### src/brip_defs.svh
// Offsets, field positions, reset values of the bridge ROM/IRQ/parity bank
// Assumes: included by bare name, byte addresses on an 8-bit port
`ifndef BRIP_DEFS_SVH
`define BRIP_DEFS_SVH

// Register byte offsets
`define BRIP_OFF_ROM   8'h38
`define BRIP_OFF_BCI   8'h3C
`define BRIP_OFF_ISTS  8'h40
`define BRIP_OFF_IMSK  8'h44

// Field positions in the 3Ch word
`define BRIP_LINE_LSB  0
`define BRIP_PIN_LSB   8
`define BRIP_PERE_BIT  16

// Event bit positions in status and mask
`define BRIP_EV_ADDR   0
`define BRIP_EV_DATA   1
`define BRIP_EV_MDPE   2

// Reset and fixed values
`define BRIP_ROM_VAL   32'h0000_0000
`define BRIP_LINE_RST  8'h00
`define BRIP_PIN_INTA  8'h01
`define BRIP_PIN_NONE  8'h00
`define BRIP_PERE_RST  1'b0
`define BRIP_EV_RST    3'h0

`endif

### src/brip_pkg.sv
// Types shared by the bridge ROM/IRQ/parity bank
// Assumes: compiled before every other file of the block
package brip_pkg;
    typedef logic [31:0] brip_word_t;
    typedef logic [7:0]  brip_addr_t;
    typedef logic [7:0]  brip_byte_t;
    typedef logic [2:0]  brip_ev_t;
endpackage

### src/brip_par_if.sv
// Carrier between the register bank and the secondary parity unit
// Assumes: one clock domain, driven by the bank top
`timescale 1ns/100ps
interface brip_par_if;
    logic        ce;
    logic [31:0] ad;
    logic [3:0]  cbe;
    logic        addr_phase;
    logic        data_phase;
    logic        master_rd;
    logic        par_in;
    logic        par_gen;
    logic        addr_err;
    logic        data_err;
    logic        mdpe_err;

    modport unit (input ce, ad, cbe, addr_phase, data_phase, master_rd, par_in,
                  output par_gen, addr_err, data_err, mdpe_err);
    modport bank (output ce, ad, cbe, addr_phase, data_phase, master_rd, par_in,
                  input par_gen, addr_err, data_err, mdpe_err);
endinterface

### src/brip_bank.sv
// Bridge ROM base, interrupt line/pin and parity response register bank
// Assumes: synchronous inputs, one-cycle strobes, read data one cycle later
//
// Chosen here: strobed register access.
`timescale 1ns/100ps
`include "brip_defs.svh"

module brip_bank
#(
    parameter bit P_USE_INTA = 1'b1
)
(
    // Clock, reset, enable
    input  wire logic                i_clk,
    input  wire logic                i_resetn,
    input  wire logic                i_ce,
    // Register port
    input  wire brip_pkg::brip_addr_t i_addr,
    input  wire brip_pkg::brip_word_t i_wdata,
    input  wire logic                i_wr,
    input  wire logic                i_rd,
    output brip_pkg::brip_word_t      o_rdata,
    // Secondary interface
    input  wire logic [31:0]         i_sec_ad,
    input  wire logic [3:0]          i_sec_cbe,
    input  wire logic                i_sec_addr_phase,
    input  wire logic                i_sec_data_phase,
    input  wire logic                i_sec_master_rd,
    input  wire logic                i_sec_par,
    output logic                     o_sec_par,
    output logic                     o_sec_addr_perr,
    output logic                     o_sec_data_perr,
    output logic                     o_mdpe_set,
    output logic                     o_perr_en,
    // Interrupt
    output logic                     o_irq
);
    import brip_pkg::*;

    // Fixed interrupt pin value, chosen between the two legal codes
    localparam brip_byte_t PIN_VAL = P_USE_INTA ? `BRIP_PIN_INTA : `BRIP_PIN_NONE;

    brip_par_if pif ();

    // Register state
    brip_byte_t line_q, line_d;
    logic       pere_q, pere_d;
    brip_ev_t   sts_q,  sts_d;
    brip_ev_t   msk_q,  msk_d;
    brip_word_t rdat_q, rdat_d;
    // Output state
    logic       par_q,  par_d;
    logic       aerr_q, aerr_d;
    logic       derr_q, derr_d;
    logic       mdpe_q, mdpe_d;
    logic       irq_q,  irq_d;
    brip_ev_t   ev;

    // Address match used by every access path
    function automatic logic hit(input brip_addr_t a, input brip_addr_t off);
        hit = (a == off);
    endfunction

    // Read value for an address; unmapped reads return zero
    function automatic brip_word_t rd_word(input brip_addr_t a);
        brip_word_t w;
        w = 32'h0000_0000;
        if (hit(a, `BRIP_OFF_ROM))
            w = `BRIP_ROM_VAL;
        else if (hit(a, `BRIP_OFF_BCI))
        begin
            w[`BRIP_LINE_LSB +: 8] = line_q;
            w[`BRIP_PIN_LSB +: 8]  = PIN_VAL;
            w[`BRIP_PERE_BIT]      = pere_q;
        end
        else if (hit(a, `BRIP_OFF_ISTS))
            w[2:0] = sts_q;
        else if (hit(a, `BRIP_OFF_IMSK))
            w[2:0] = msk_q;
        rd_word = w;
    endfunction

    // Parity unit hookup
    assign pif.ce         = i_ce;
    assign pif.ad         = i_sec_ad;
    assign pif.cbe        = i_sec_cbe;
    assign pif.addr_phase = i_sec_addr_phase;
    assign pif.data_phase = i_sec_data_phase;
    assign pif.master_rd  = i_sec_master_rd;
    assign pif.par_in     = i_sec_par;

    brip_par_unit u_par
    (
        .i_clk    (i_clk),
        .i_resetn (i_resetn),
        .pif      (pif)
    );

    // Detected errors count as events only when response is enabled
    assign ev = pere_q ? {pif.mdpe_err, pif.data_err, pif.addr_err}
                       : `BRIP_EV_RST;

    // Next values of registers and outputs
    always_comb
    begin
        line_d = line_q;
        pere_d = pere_q;
        sts_d  = sts_q;
        msk_d  = msk_q;
        rdat_d = rdat_q;
        par_d  = par_q;
        aerr_d = aerr_q;
        derr_d = derr_q;
        mdpe_d = mdpe_q;
        irq_d  = irq_q;
        if (i_ce)
        begin
            // Writes; ROM base and pin byte have no storage to change
            if (i_wr && hit(i_addr, `BRIP_OFF_BCI))
            begin
                line_d = i_wdata[`BRIP_LINE_LSB +: 8];
                pere_d = i_wdata[`BRIP_PERE_BIT];
            end
            if (i_wr && hit(i_addr, `BRIP_OFF_IMSK))
                msk_d = i_wdata[2:0];
            // Write one clears, a new event in the same cycle wins
            if (i_wr && hit(i_addr, `BRIP_OFF_ISTS))
                sts_d = sts_q & ~i_wdata[2:0];
            sts_d = sts_d | ev;
            // Read data for the following cycle only
            rdat_d = i_rd ? rd_word(i_addr) : 32'h0000_0000;
            // Secondary side outputs
            par_d  = pif.par_gen;
            aerr_d = ev[`BRIP_EV_ADDR];
            derr_d = ev[`BRIP_EV_DATA];
            mdpe_d = ev[`BRIP_EV_MDPE];
            irq_d  = |(sts_d & msk_d);
        end
    end

    // Registers
    always_ff @(posedge i_clk or negedge i_resetn)
    begin
        if (!i_resetn)
        begin
            line_q <= `BRIP_LINE_RST;
            pere_q <= `BRIP_PERE_RST;
            sts_q  <= `BRIP_EV_RST;
            msk_q  <= `BRIP_EV_RST;
            rdat_q <= 32'h0000_0000;
            par_q  <= 1'b0;
            aerr_q <= 1'b0;
            derr_q <= 1'b0;
            mdpe_q <= 1'b0;
            irq_q  <= 1'b0;
        end
        else
        begin
            line_q <= line_d;
            pere_q <= pere_d;
            sts_q  <= sts_d;
            msk_q  <= msk_d;
            rdat_q <= rdat_d;
            par_q  <= par_d;
            aerr_q <= aerr_d;
            derr_q <= derr_d;
            mdpe_q <= mdpe_d;
            irq_q  <= irq_d;
        end
    end

    // Outputs straight from flip-flops
    assign o_rdata         = rdat_q;
    assign o_sec_par       = par_q;
    assign o_sec_addr_perr = aerr_q;
    assign o_sec_data_perr = derr_q;
    assign o_mdpe_set      = mdpe_q;
    assign o_perr_en       = pere_q;
    assign o_irq           = irq_q;
endmodule

### src/brip_par_unit.sv
// Secondary bus parity generator and checker
// Assumes: parity for a phase arrives one clock after its AD/CBE values
`timescale 1ns/100ps
module brip_par_unit
(
    // Clock and reset
    input  wire logic  i_clk,
    input  wire logic  i_resetn,
    // Bus side
    brip_par_if.unit   pif
);
    import brip_pkg::*;

    logic par_q, par_d;
    logic adr_q, adr_d;
    logic dat_q, dat_d;
    logic mst_q, mst_d;
    logic miss;

    // Even parity over AD and CBE, always produced
    assign pif.par_gen = ^{pif.ad, pif.cbe};

    // Compare received parity against last phase's expected value
    assign miss         = (pif.par_in != par_q);
    assign pif.addr_err = adr_q & miss;
    assign pif.data_err = dat_q & miss;
    assign pif.mdpe_err = dat_q & mst_q & miss;

    // Next values of the phase history
    always_comb
    begin
        par_d = par_q;
        adr_d = adr_q;
        dat_d = dat_q;
        mst_d = mst_q;
        if (pif.ce)
        begin
            par_d = pif.par_gen;
            adr_d = pif.addr_phase;
            dat_d = pif.data_phase;
            mst_d = pif.master_rd;
        end
    end

    // Phase history registers
    always_ff @(posedge i_clk or negedge i_resetn)
    begin
        if (!i_resetn)
        begin
            par_q <= 1'b0;
            adr_q <= 1'b0;
            dat_q <= 1'b0;
            mst_q <= 1'b0;
        end
        else
        begin
            par_q <= par_d;
            adr_q <= adr_d;
            dat_q <= dat_d;
            mst_q <= mst_d;
        end
    end
endmodule

### config.mk
export PLATFORM = sky130hd
export DESIGN_NAME = brip_bank
export DESIGN_NICKNAME = d
export VERILOG_FILES = /design/src/brip_pkg.sv /design/src/brip_par_if.sv /design/src/brip_bank.sv /design/src/brip_par_unit.sv
export VERILOG_INCLUDE_DIRS = /design/src
export SDC_FILE = /design/constraint.sdc
export NUM_CORES = 1
export LEC_CHECK = 0
export ABC_AREA = 1
export BUFFER_PORTS_ARGS = -buffer_cell sky130_fd_sc_hd__buf_2
export CAP_MARGIN = 10
export CORE_MARGIN = 2
export CORE_UTILIZATION = 43
export DETAILED_ROUTE_END_ITERATION = 16
export GPL_TIMING_DRIVEN = 1
export PLACE_DENSITY = 0.89
export RECOVER_POWER = 25
export REMOVE_ABC_BUFFERS = 1
export SLEW_MARGIN = 30
export SYNTH_ARGS = -nofsm -noshare
export SYNTH_HDL_FRONTEND = slang
export SYNTH_HIERARCHICAL = 1
export SYNTH_SLANG_ARGS = --single-unit
### constraint.sdc
create_clock -name i_clk -period 1.14 [get_ports i_clk]
set_input_delay 0.342 -clock i_clk [delete_from_list [all_inputs] [get_ports i_clk]]
set_output_delay 0.342 -clock i_clk [all_outputs]
set_load 0.005 [all_outputs]
==> flow_summary.toml, run 1 <==
[status]
status = "complete, but fails checks"
violations = "negative setup slack"

[sta]
setup_slack_ns = -0.1164
rsz0062_at_grt = "yes"
fin_crit_ns = 1.256
hold_viol = 0
setup_viol = 9
fmax_ghz = 0.7959
slew_viol_final = 0
holdWs_ns = 0.2680
skew_ns = 0.007352
post-route-period-util_pct = 110.2

[global_routing]
grt.overflow.total = 0
antenna_found_initial = 0
grt_use_met2_pct = 35.82
use_met3_pct = 3.956
grt_pass1_wl_mm = 9.563
first_global_vias = 2402
grt_max_degree = 33
grt.busiest_layer = "met2"
use_met1_pct = 18.84
grt_usage_pct = 18.36

[finish]
layout_commonest_cell = "nand2_1"
diodes = 0
nets = 598
multi_input_area_um2 = 1587
n_fill_cell = 497
mostFrequentLayoutCells = "nand2_1, buf_2, inv_1"
syn_to_final_growth_pct = 36.93
drive_gt1_share_pct = 35.87
ff_latch_area_um2 = 852.1

[critical_path]
worstPathCellList = "xnor2_2 -> nor3_2 -> nand2_1 -> nand3_2 -> nand2_1 -> nand2_1 -> nor2_2 -> nor2_1"
crit_cells = 8
crit_arrival_ns = 1.43
cpMaxStageDelayCell = "dfrtp_1"
crit_family = "simple AND/OR/NAND/NOR gates"
critPathBufInv = 0
critPathMaxFanout = 3
reg2regPathDepth = 8
worstSetupPathType = "flip-flop to flip-flop"
setup.worst_path.end_class = "flip-flop"
slowest_delay_ns = 0.42
startpoint_type = "flip-flop"
worst_path_most_repeated_cell = "nand2_1"
crit_required_ns = 1.32

[die]
dieWidth_um = 81.69
rows = 28
die_area_um2 = 6672
ios = 123
start_util_pct = 44.09
core_area_um2 = 5886
die_h_um = 81.69

[cts]
clockRootBuffer = "clkbuf_8"
clkLatencyLatePin_ns = 0.28
clock_sink_count = 34
cts_max_path_buffers = 2
cts_made_buffers = 5
h-tree-depth = 2
clk_pin_slew_ns = 0.07
cts_tree = "built"

[hold_path]
hold_depth = 3
min_path_type = "input port to flip-flop"

[logic_synthesis]
synth_cells = 405
synthDistinctLibCells = 27
yosysSeqAreaShare_pct = 32.79
synth_warnings = 6
syn_avg_cell_area_um2 = 6.407
synth_seq_cells = 34
synth_area_um2 = 2595

[placement]
dp_hpwl_mm = 4.513
port_buffers = 77
gp_congestion = 0.8009

[routing]
vias_per_cell = 4.619
vias = 2716
drtAntennaViolNets = 0
drt_pass1_iterations = 4
totalWireLength_mm = 6.425
wl_per_cell_um = 10.93
dr.first_iter.drc_count = 147
drc_errors = 0

[power]
power_mw = 3.481
leakage_nw = 2.094
p_per_area_nw_per_um2 = 979.5
ir_drop_uv = 499.6

[job]
drv_cap = 0
-- Yosys cell counts --
master / count / area share, %
nand3_4: 2 / 1.3
inv_1: 46 / 6.7
xnor2_2: 1 / 0.63
nand3_2: 1 / 0.39
buf_4: 24 / 6.9
nand3_1: 19 / 3.7
o21ai_1: 3 / 0.58
nor2_4: 1 / 0.43
clkinv_1: 1 / 0.14
a21oi_2: 1 / 0.34
dfrtp_1: 34 / 33
inv_2: 9 / 1.3
o211ai_1: 6 / 1.7
nor2_1: 14 / 2.0
nor3_1: 1 / 0.19
conb_1: 1 / 0.14
nor2_2: 4 / 0.96
o21ai_2: 9 / 3.0
inv_4: 1 / 0.24
nand2_2: 3 / 0.72
o21ai_0: 9 / 1.7
clkbuf_1: 1 / 0.14
nand2_1: 199 / 29
nand4_1: 1 / 0.24
xor2_1: 6 / 2.0
xnor2_1: 7 / 2.4
buf_6: 1 / 0.43
-- through the flow --
step / cell area, um2 / std cells / setup TNS, ns / util [%] / setup WS [ns]
2_1_floorplan: 2479 / 400 / -1.524 / - / -0.1403
3_3_place_gp: 3105 / 570 / -6.497 / 52.76 / -0.2979
3_5_place_dp: 3105 / 570 / -7.747 / 52.76 / -0.3458
4_1_cts: 3372 / 583 / -0.1745 / 57.29 / -0.04679
5_1_grt: 3553 / 588 / -1.285 / 60.37 / -0.2255
6_report: 3553 / 588 / -0.4361 / 60.37 / -0.1164
-- power by group --
group | switching, mW | total (mW) | internal [mW]
clock | 0.416 | 1.12 | 0.699
sequential | 0.0472 | 1.33 | 1.28
combinational | 0.579 | 1.03 | 0.456
-- area by class of cell --
| cell class | count | area share, % |
|---|---|---|
| clock inverter | 1 | 0.8451 |
| clock buffer | 6 | 2.324 |
| timing repair buffer | 105 | 19.33 |
| sequential | 34 | 23.98 |
| multi-input combinational | 310 | 44.65 |
| tap | 75 | 2.641 |
| inverter | 57 | 6.232 |
-- routing by layer --
metal | share of wire, % | routed length [um]
met1 | 38 | 2411
met2 | 55 | 3554
met3 | 5.4 | 344
met4 | 1.8 | 115
met5 | 0 | 0
-- sequential cells by signal, summed over array words and instances, names as in the netlist, 3 cells and up --
register / cells
o_rdata: 10
line_q: 8
msk_q: 3
sts_q: 3
-- cell families (layout without fill, tap and decap cells) --
kind of cell              count (synthesis)  in the layout  share of synthesized area, %
AOI/OAI and AO/OA                        28             28                         7.425
other                                     1             22                        0.1445
and+or+nand+nor                         245            246                         38.77
buffers and inverters                    83            169                         15.86
xor gates and xnor gates                 14             14                         5.015
DFF                                      34             34                         32.79
-- worst reg2reg max path, cell delays in order (launching register included) --
cell and delay, ns:
dfrtp_1 0.42, xnor2_2 0.24, nor3_2 0.06, nand2_1 0.09, nand3_2 0.08, nand2_1 0.06
nand2_1 0.06, nor2_2 0.10, nor2_1 0.05
-- path summary, 6_finish.rpt --
kind                                            to                    start  slack, ns
min                        u_par/dat_q$_DFFE_PN0P_         i_sec_data_phase       0.27
max                              o_irq$_DFFE_PN0P_  u_par/par_q$_DFFE_PN0P_      -0.12
max in group asynchronous    o_perr_en$_DFFE_PN0P_                 i_resetn       0.10
max reg2reg                      o_irq$_DFFE_PN0P_  u_par/par_q$_DFFE_PN0P_      -0.12
min reg2reg                  o_sec_par$_DFFE_PN0P_    o_sec_par$_DFFE_PN0P_       0.48
min in group asynchronous        o_irq$_DFFE_PN0P_                 i_resetn       0.39
-- what timing repair did --
| item | in CTS | in global routing |
|---|---|---|
| setup endpoints to repair | 26 | 34 |
| hold buffers | 1 | 0 |
| gates cloned | 1 | 0 |
| hold endpoints to repair | 2 | 0 |
| pin swaps | 16 | 34 |
| resized for setup | 27 | 43 |
| setup buffers | 4 | 5 |
Power figures use the tool's default switching activity.
==> run 2: changes to the inputs <==
CORE_UTILIZATION = 47   (was 43)
PLACE_DENSITY = 0.92   (was 0.89)
TNS_END_PERCENT = 30   (was default)
clock period = 1.4 ns   (was 1.14 ns; I/O delays follow)
==> run 2 against run 1 <==
Against the previous run: non-clock buffer count fell by 16; final area fell by 11%; the run now ends clean; combinational power fell by 36%; wire length fell by 16%; sequential share of layout area rose by 3.1 points; clock skew fell by 0.0036 ns; sequential power fell by 19%; die area fell by 8.1%; hold slack got worse by 0.13 ns; via count fell by 4.6%; register-to-register slack improved by 0.28 ns; critical endpoint is now o_perr_en; largest power group unchanged; flip-flop and latch count did not move.
==> flow_summary.toml, run 2 (same netlist as run 1, synthesis figures left out) <==
[placement]
dp_slack_ns = -0.1574
dp_hpwl_mm = 4.395
gp_congestion = 0.8473
port_buffers = 77
placed_cells = 561

[critical_path]
startpoint_type = "flip-flop"
crit_family = "flip-flops"
regToRegSetupSlack_ns = 0.16
critPathBufInv = 1
critPathMaxFanout = 8
setup.worst_path.end_class = "primary output"
worstSetupPathType = "flip-flop to primary output"
slowest_delay_ns = 0.47
worstReg2RegStart = "u_par/par_q$_DFFE_PN0P_"
worstPathCellList = "buf_2"
crit_required_ns = 0.98
crit_arrival_ns = 0.91
r2r_end = "o_irq$_DFFE_PN0P_"
cpMaxStageDelayCell = "dfrtp_2"
reg2regPathDepth = 8

[power]
ir_drop_uv = 370.7
swShare_pct = 31.65
power_frac_comb_pct = 26.5
pwr-share-seq_pct = 43.4
p_int_mw = 1.706
p_clk_share_pct = 30.1
leakage_nw = 1.949
p_switching_uw = 790.1
p_per_area_nw_per_um2 = 792.1
power_mw = 2.497

[sta]
setup_viol = 0
skew_ns = 0.003801
tightest_slew_ns = 0.6808
rsz0062_at_grt = "yes"
post-route-period-util_pct = 94.97
setup_slack_ns = 0.07036
fmax_ghz = 0.7521
slew_viol_final = 0
final.setup.tns_ns = 0
hold_viol = 0
fin_crit_ns = 1.330
maxSlewHeadroom_pct = 54.62

[routing]
drt_pass1_iterations = 4
vias_per_cell = 4.552
totalWireLength_mm = 5.365
vias = 2590
drc_errors = 0
wl_per_cell_um = 9.429
drtAntennaViolNets = 0
dr.first_iter.drc_count = 140

[finish]
mostFrequentLayoutCells = "nand2_1, buf_2, inv_1"
n_fill_cell = 497
ff_latch_area_um2 = 852.1
nets = 581
syn_to_final_growth_pct = 21.46
drive_gt1_share_pct = 26.16
multi_input_area_um2 = 1426
layout_commonest_cell = "nand2_1"
largest_reg_flops = 10
fin_cells = 569
diodes = 0

[cts]
cts_max_path_buffers = 2
clockRootBuffer = "clkbuf_8"
clkLatencyLatePin_ns = 0.29
h-tree-depth = 2
post-cts-setup-buffers = 0
clk_pin_slew_ns = 0.07
cts_tree = "built"
cts_made_buffers = 5
clock_sink_count = 34

[global_routing]
grt_usage_pct = 18.73
grt.overflow.total = 0
antenna_found_initial = 0
first_global_vias = 2407
grt_max_degree = 23
grt_pass1_wl_mm = 9.321

[die]
start_util_pct = 48.01
core_area_um2 = 5405
rows = 27
die_h_um = 78.31
die_area_um2 = 6132
dieWidth_um = 78.31
ios = 123

[job]
drv_cap = 0

[hold_path]
min_path_type = "input port to asynchronous set/reset pin"

[status]
status = "complete, no violations"
[run 2: changes by cell type in the layout (fill, tap and decap cells not counted), sizes merged]
cell	previous run	this run
dlygate4sd3	1	0
inv	55	56
nand3	23	22
clkinvlp	0	1
buf	103	87
clkbuf	7	8
bufinv	1	0
[run 2: cell type report]
class	count	share of cell area, %
tap	72	2.858
sequential	34	27.03
clock inverter	2	0.3970
inverter	57	6.868
clock buffer	6	2.620
multi-input combinational	309	45.26
timing repair buffer	89	14.97
[run 2: worst max-delay path by stage]
stage                                      from                    end  cells past startpoint
after CTS                 o_perr_en$_DFFE_PN0P_              o_perr_en                      1
after global routing                i_sec_ad[4]  o_sec_par$_DFFE_PN0P_                     15
final                     o_perr_en$_DFFE_PN0P_              o_perr_en                      1
after detailed placement              i_addr[6]  line_q[4]$_DFFE_PN0P_                      9
after global placement              i_sec_ad[5]  o_sec_par$_DFFE_PN0P_                     15
after floorplan                       i_addr[0]  line_q[0]$_DFFE_PN0P_                      8
[run 2: routing by layer]
layer | vias to the layer above | share of wire, % | global-route usage [%]
li1 | 1359 | - | -
met1 | 1151 | 39 | 19.79
met2 | 70 | 52 | 35.00
met3 | 10 | 6.6 | 4.828
met4 | 0 | 1.7 | 7.895
met5 | - | 0 | 0
[run 2: through the flow]
| step | utilization (%) | area (um2) | hold WS [ns] |
|---|---|---|---|
| 3_5_place_dp | 56.55 | 3057 | 0.3341 |
| 3_3_place_gp | 56.55 | 3057 | 0.3267 |
| 4_1_cts | 58.31 | 3152 | 0.02461 |
| 2_1_floorplan | - | 2479 | 0.1244 |
| 6_report | 58.31 | 3152 | 0.1419 |
| 5_1_grt | 58.31 | 3152 | 0.2109 |
[run 2: what timing repair did]
action                     in CTS  in global routing
hold buffers                    0                  0
setup endpoints to repair       0                  5
gates resized for setup         0                  3
[run 2: power by group through the flow]
stage	Clock (mW)	Combinational [mW]	Sequential (mW)
CTS	0.769	0.664	1.08
detailed placement	0	0.660	1.10
floorplan	0	0.405	1.09
global route	0.820	0.769	1.09
global placement	0	0.629	1.09
finish	0.753	0.661	1.08
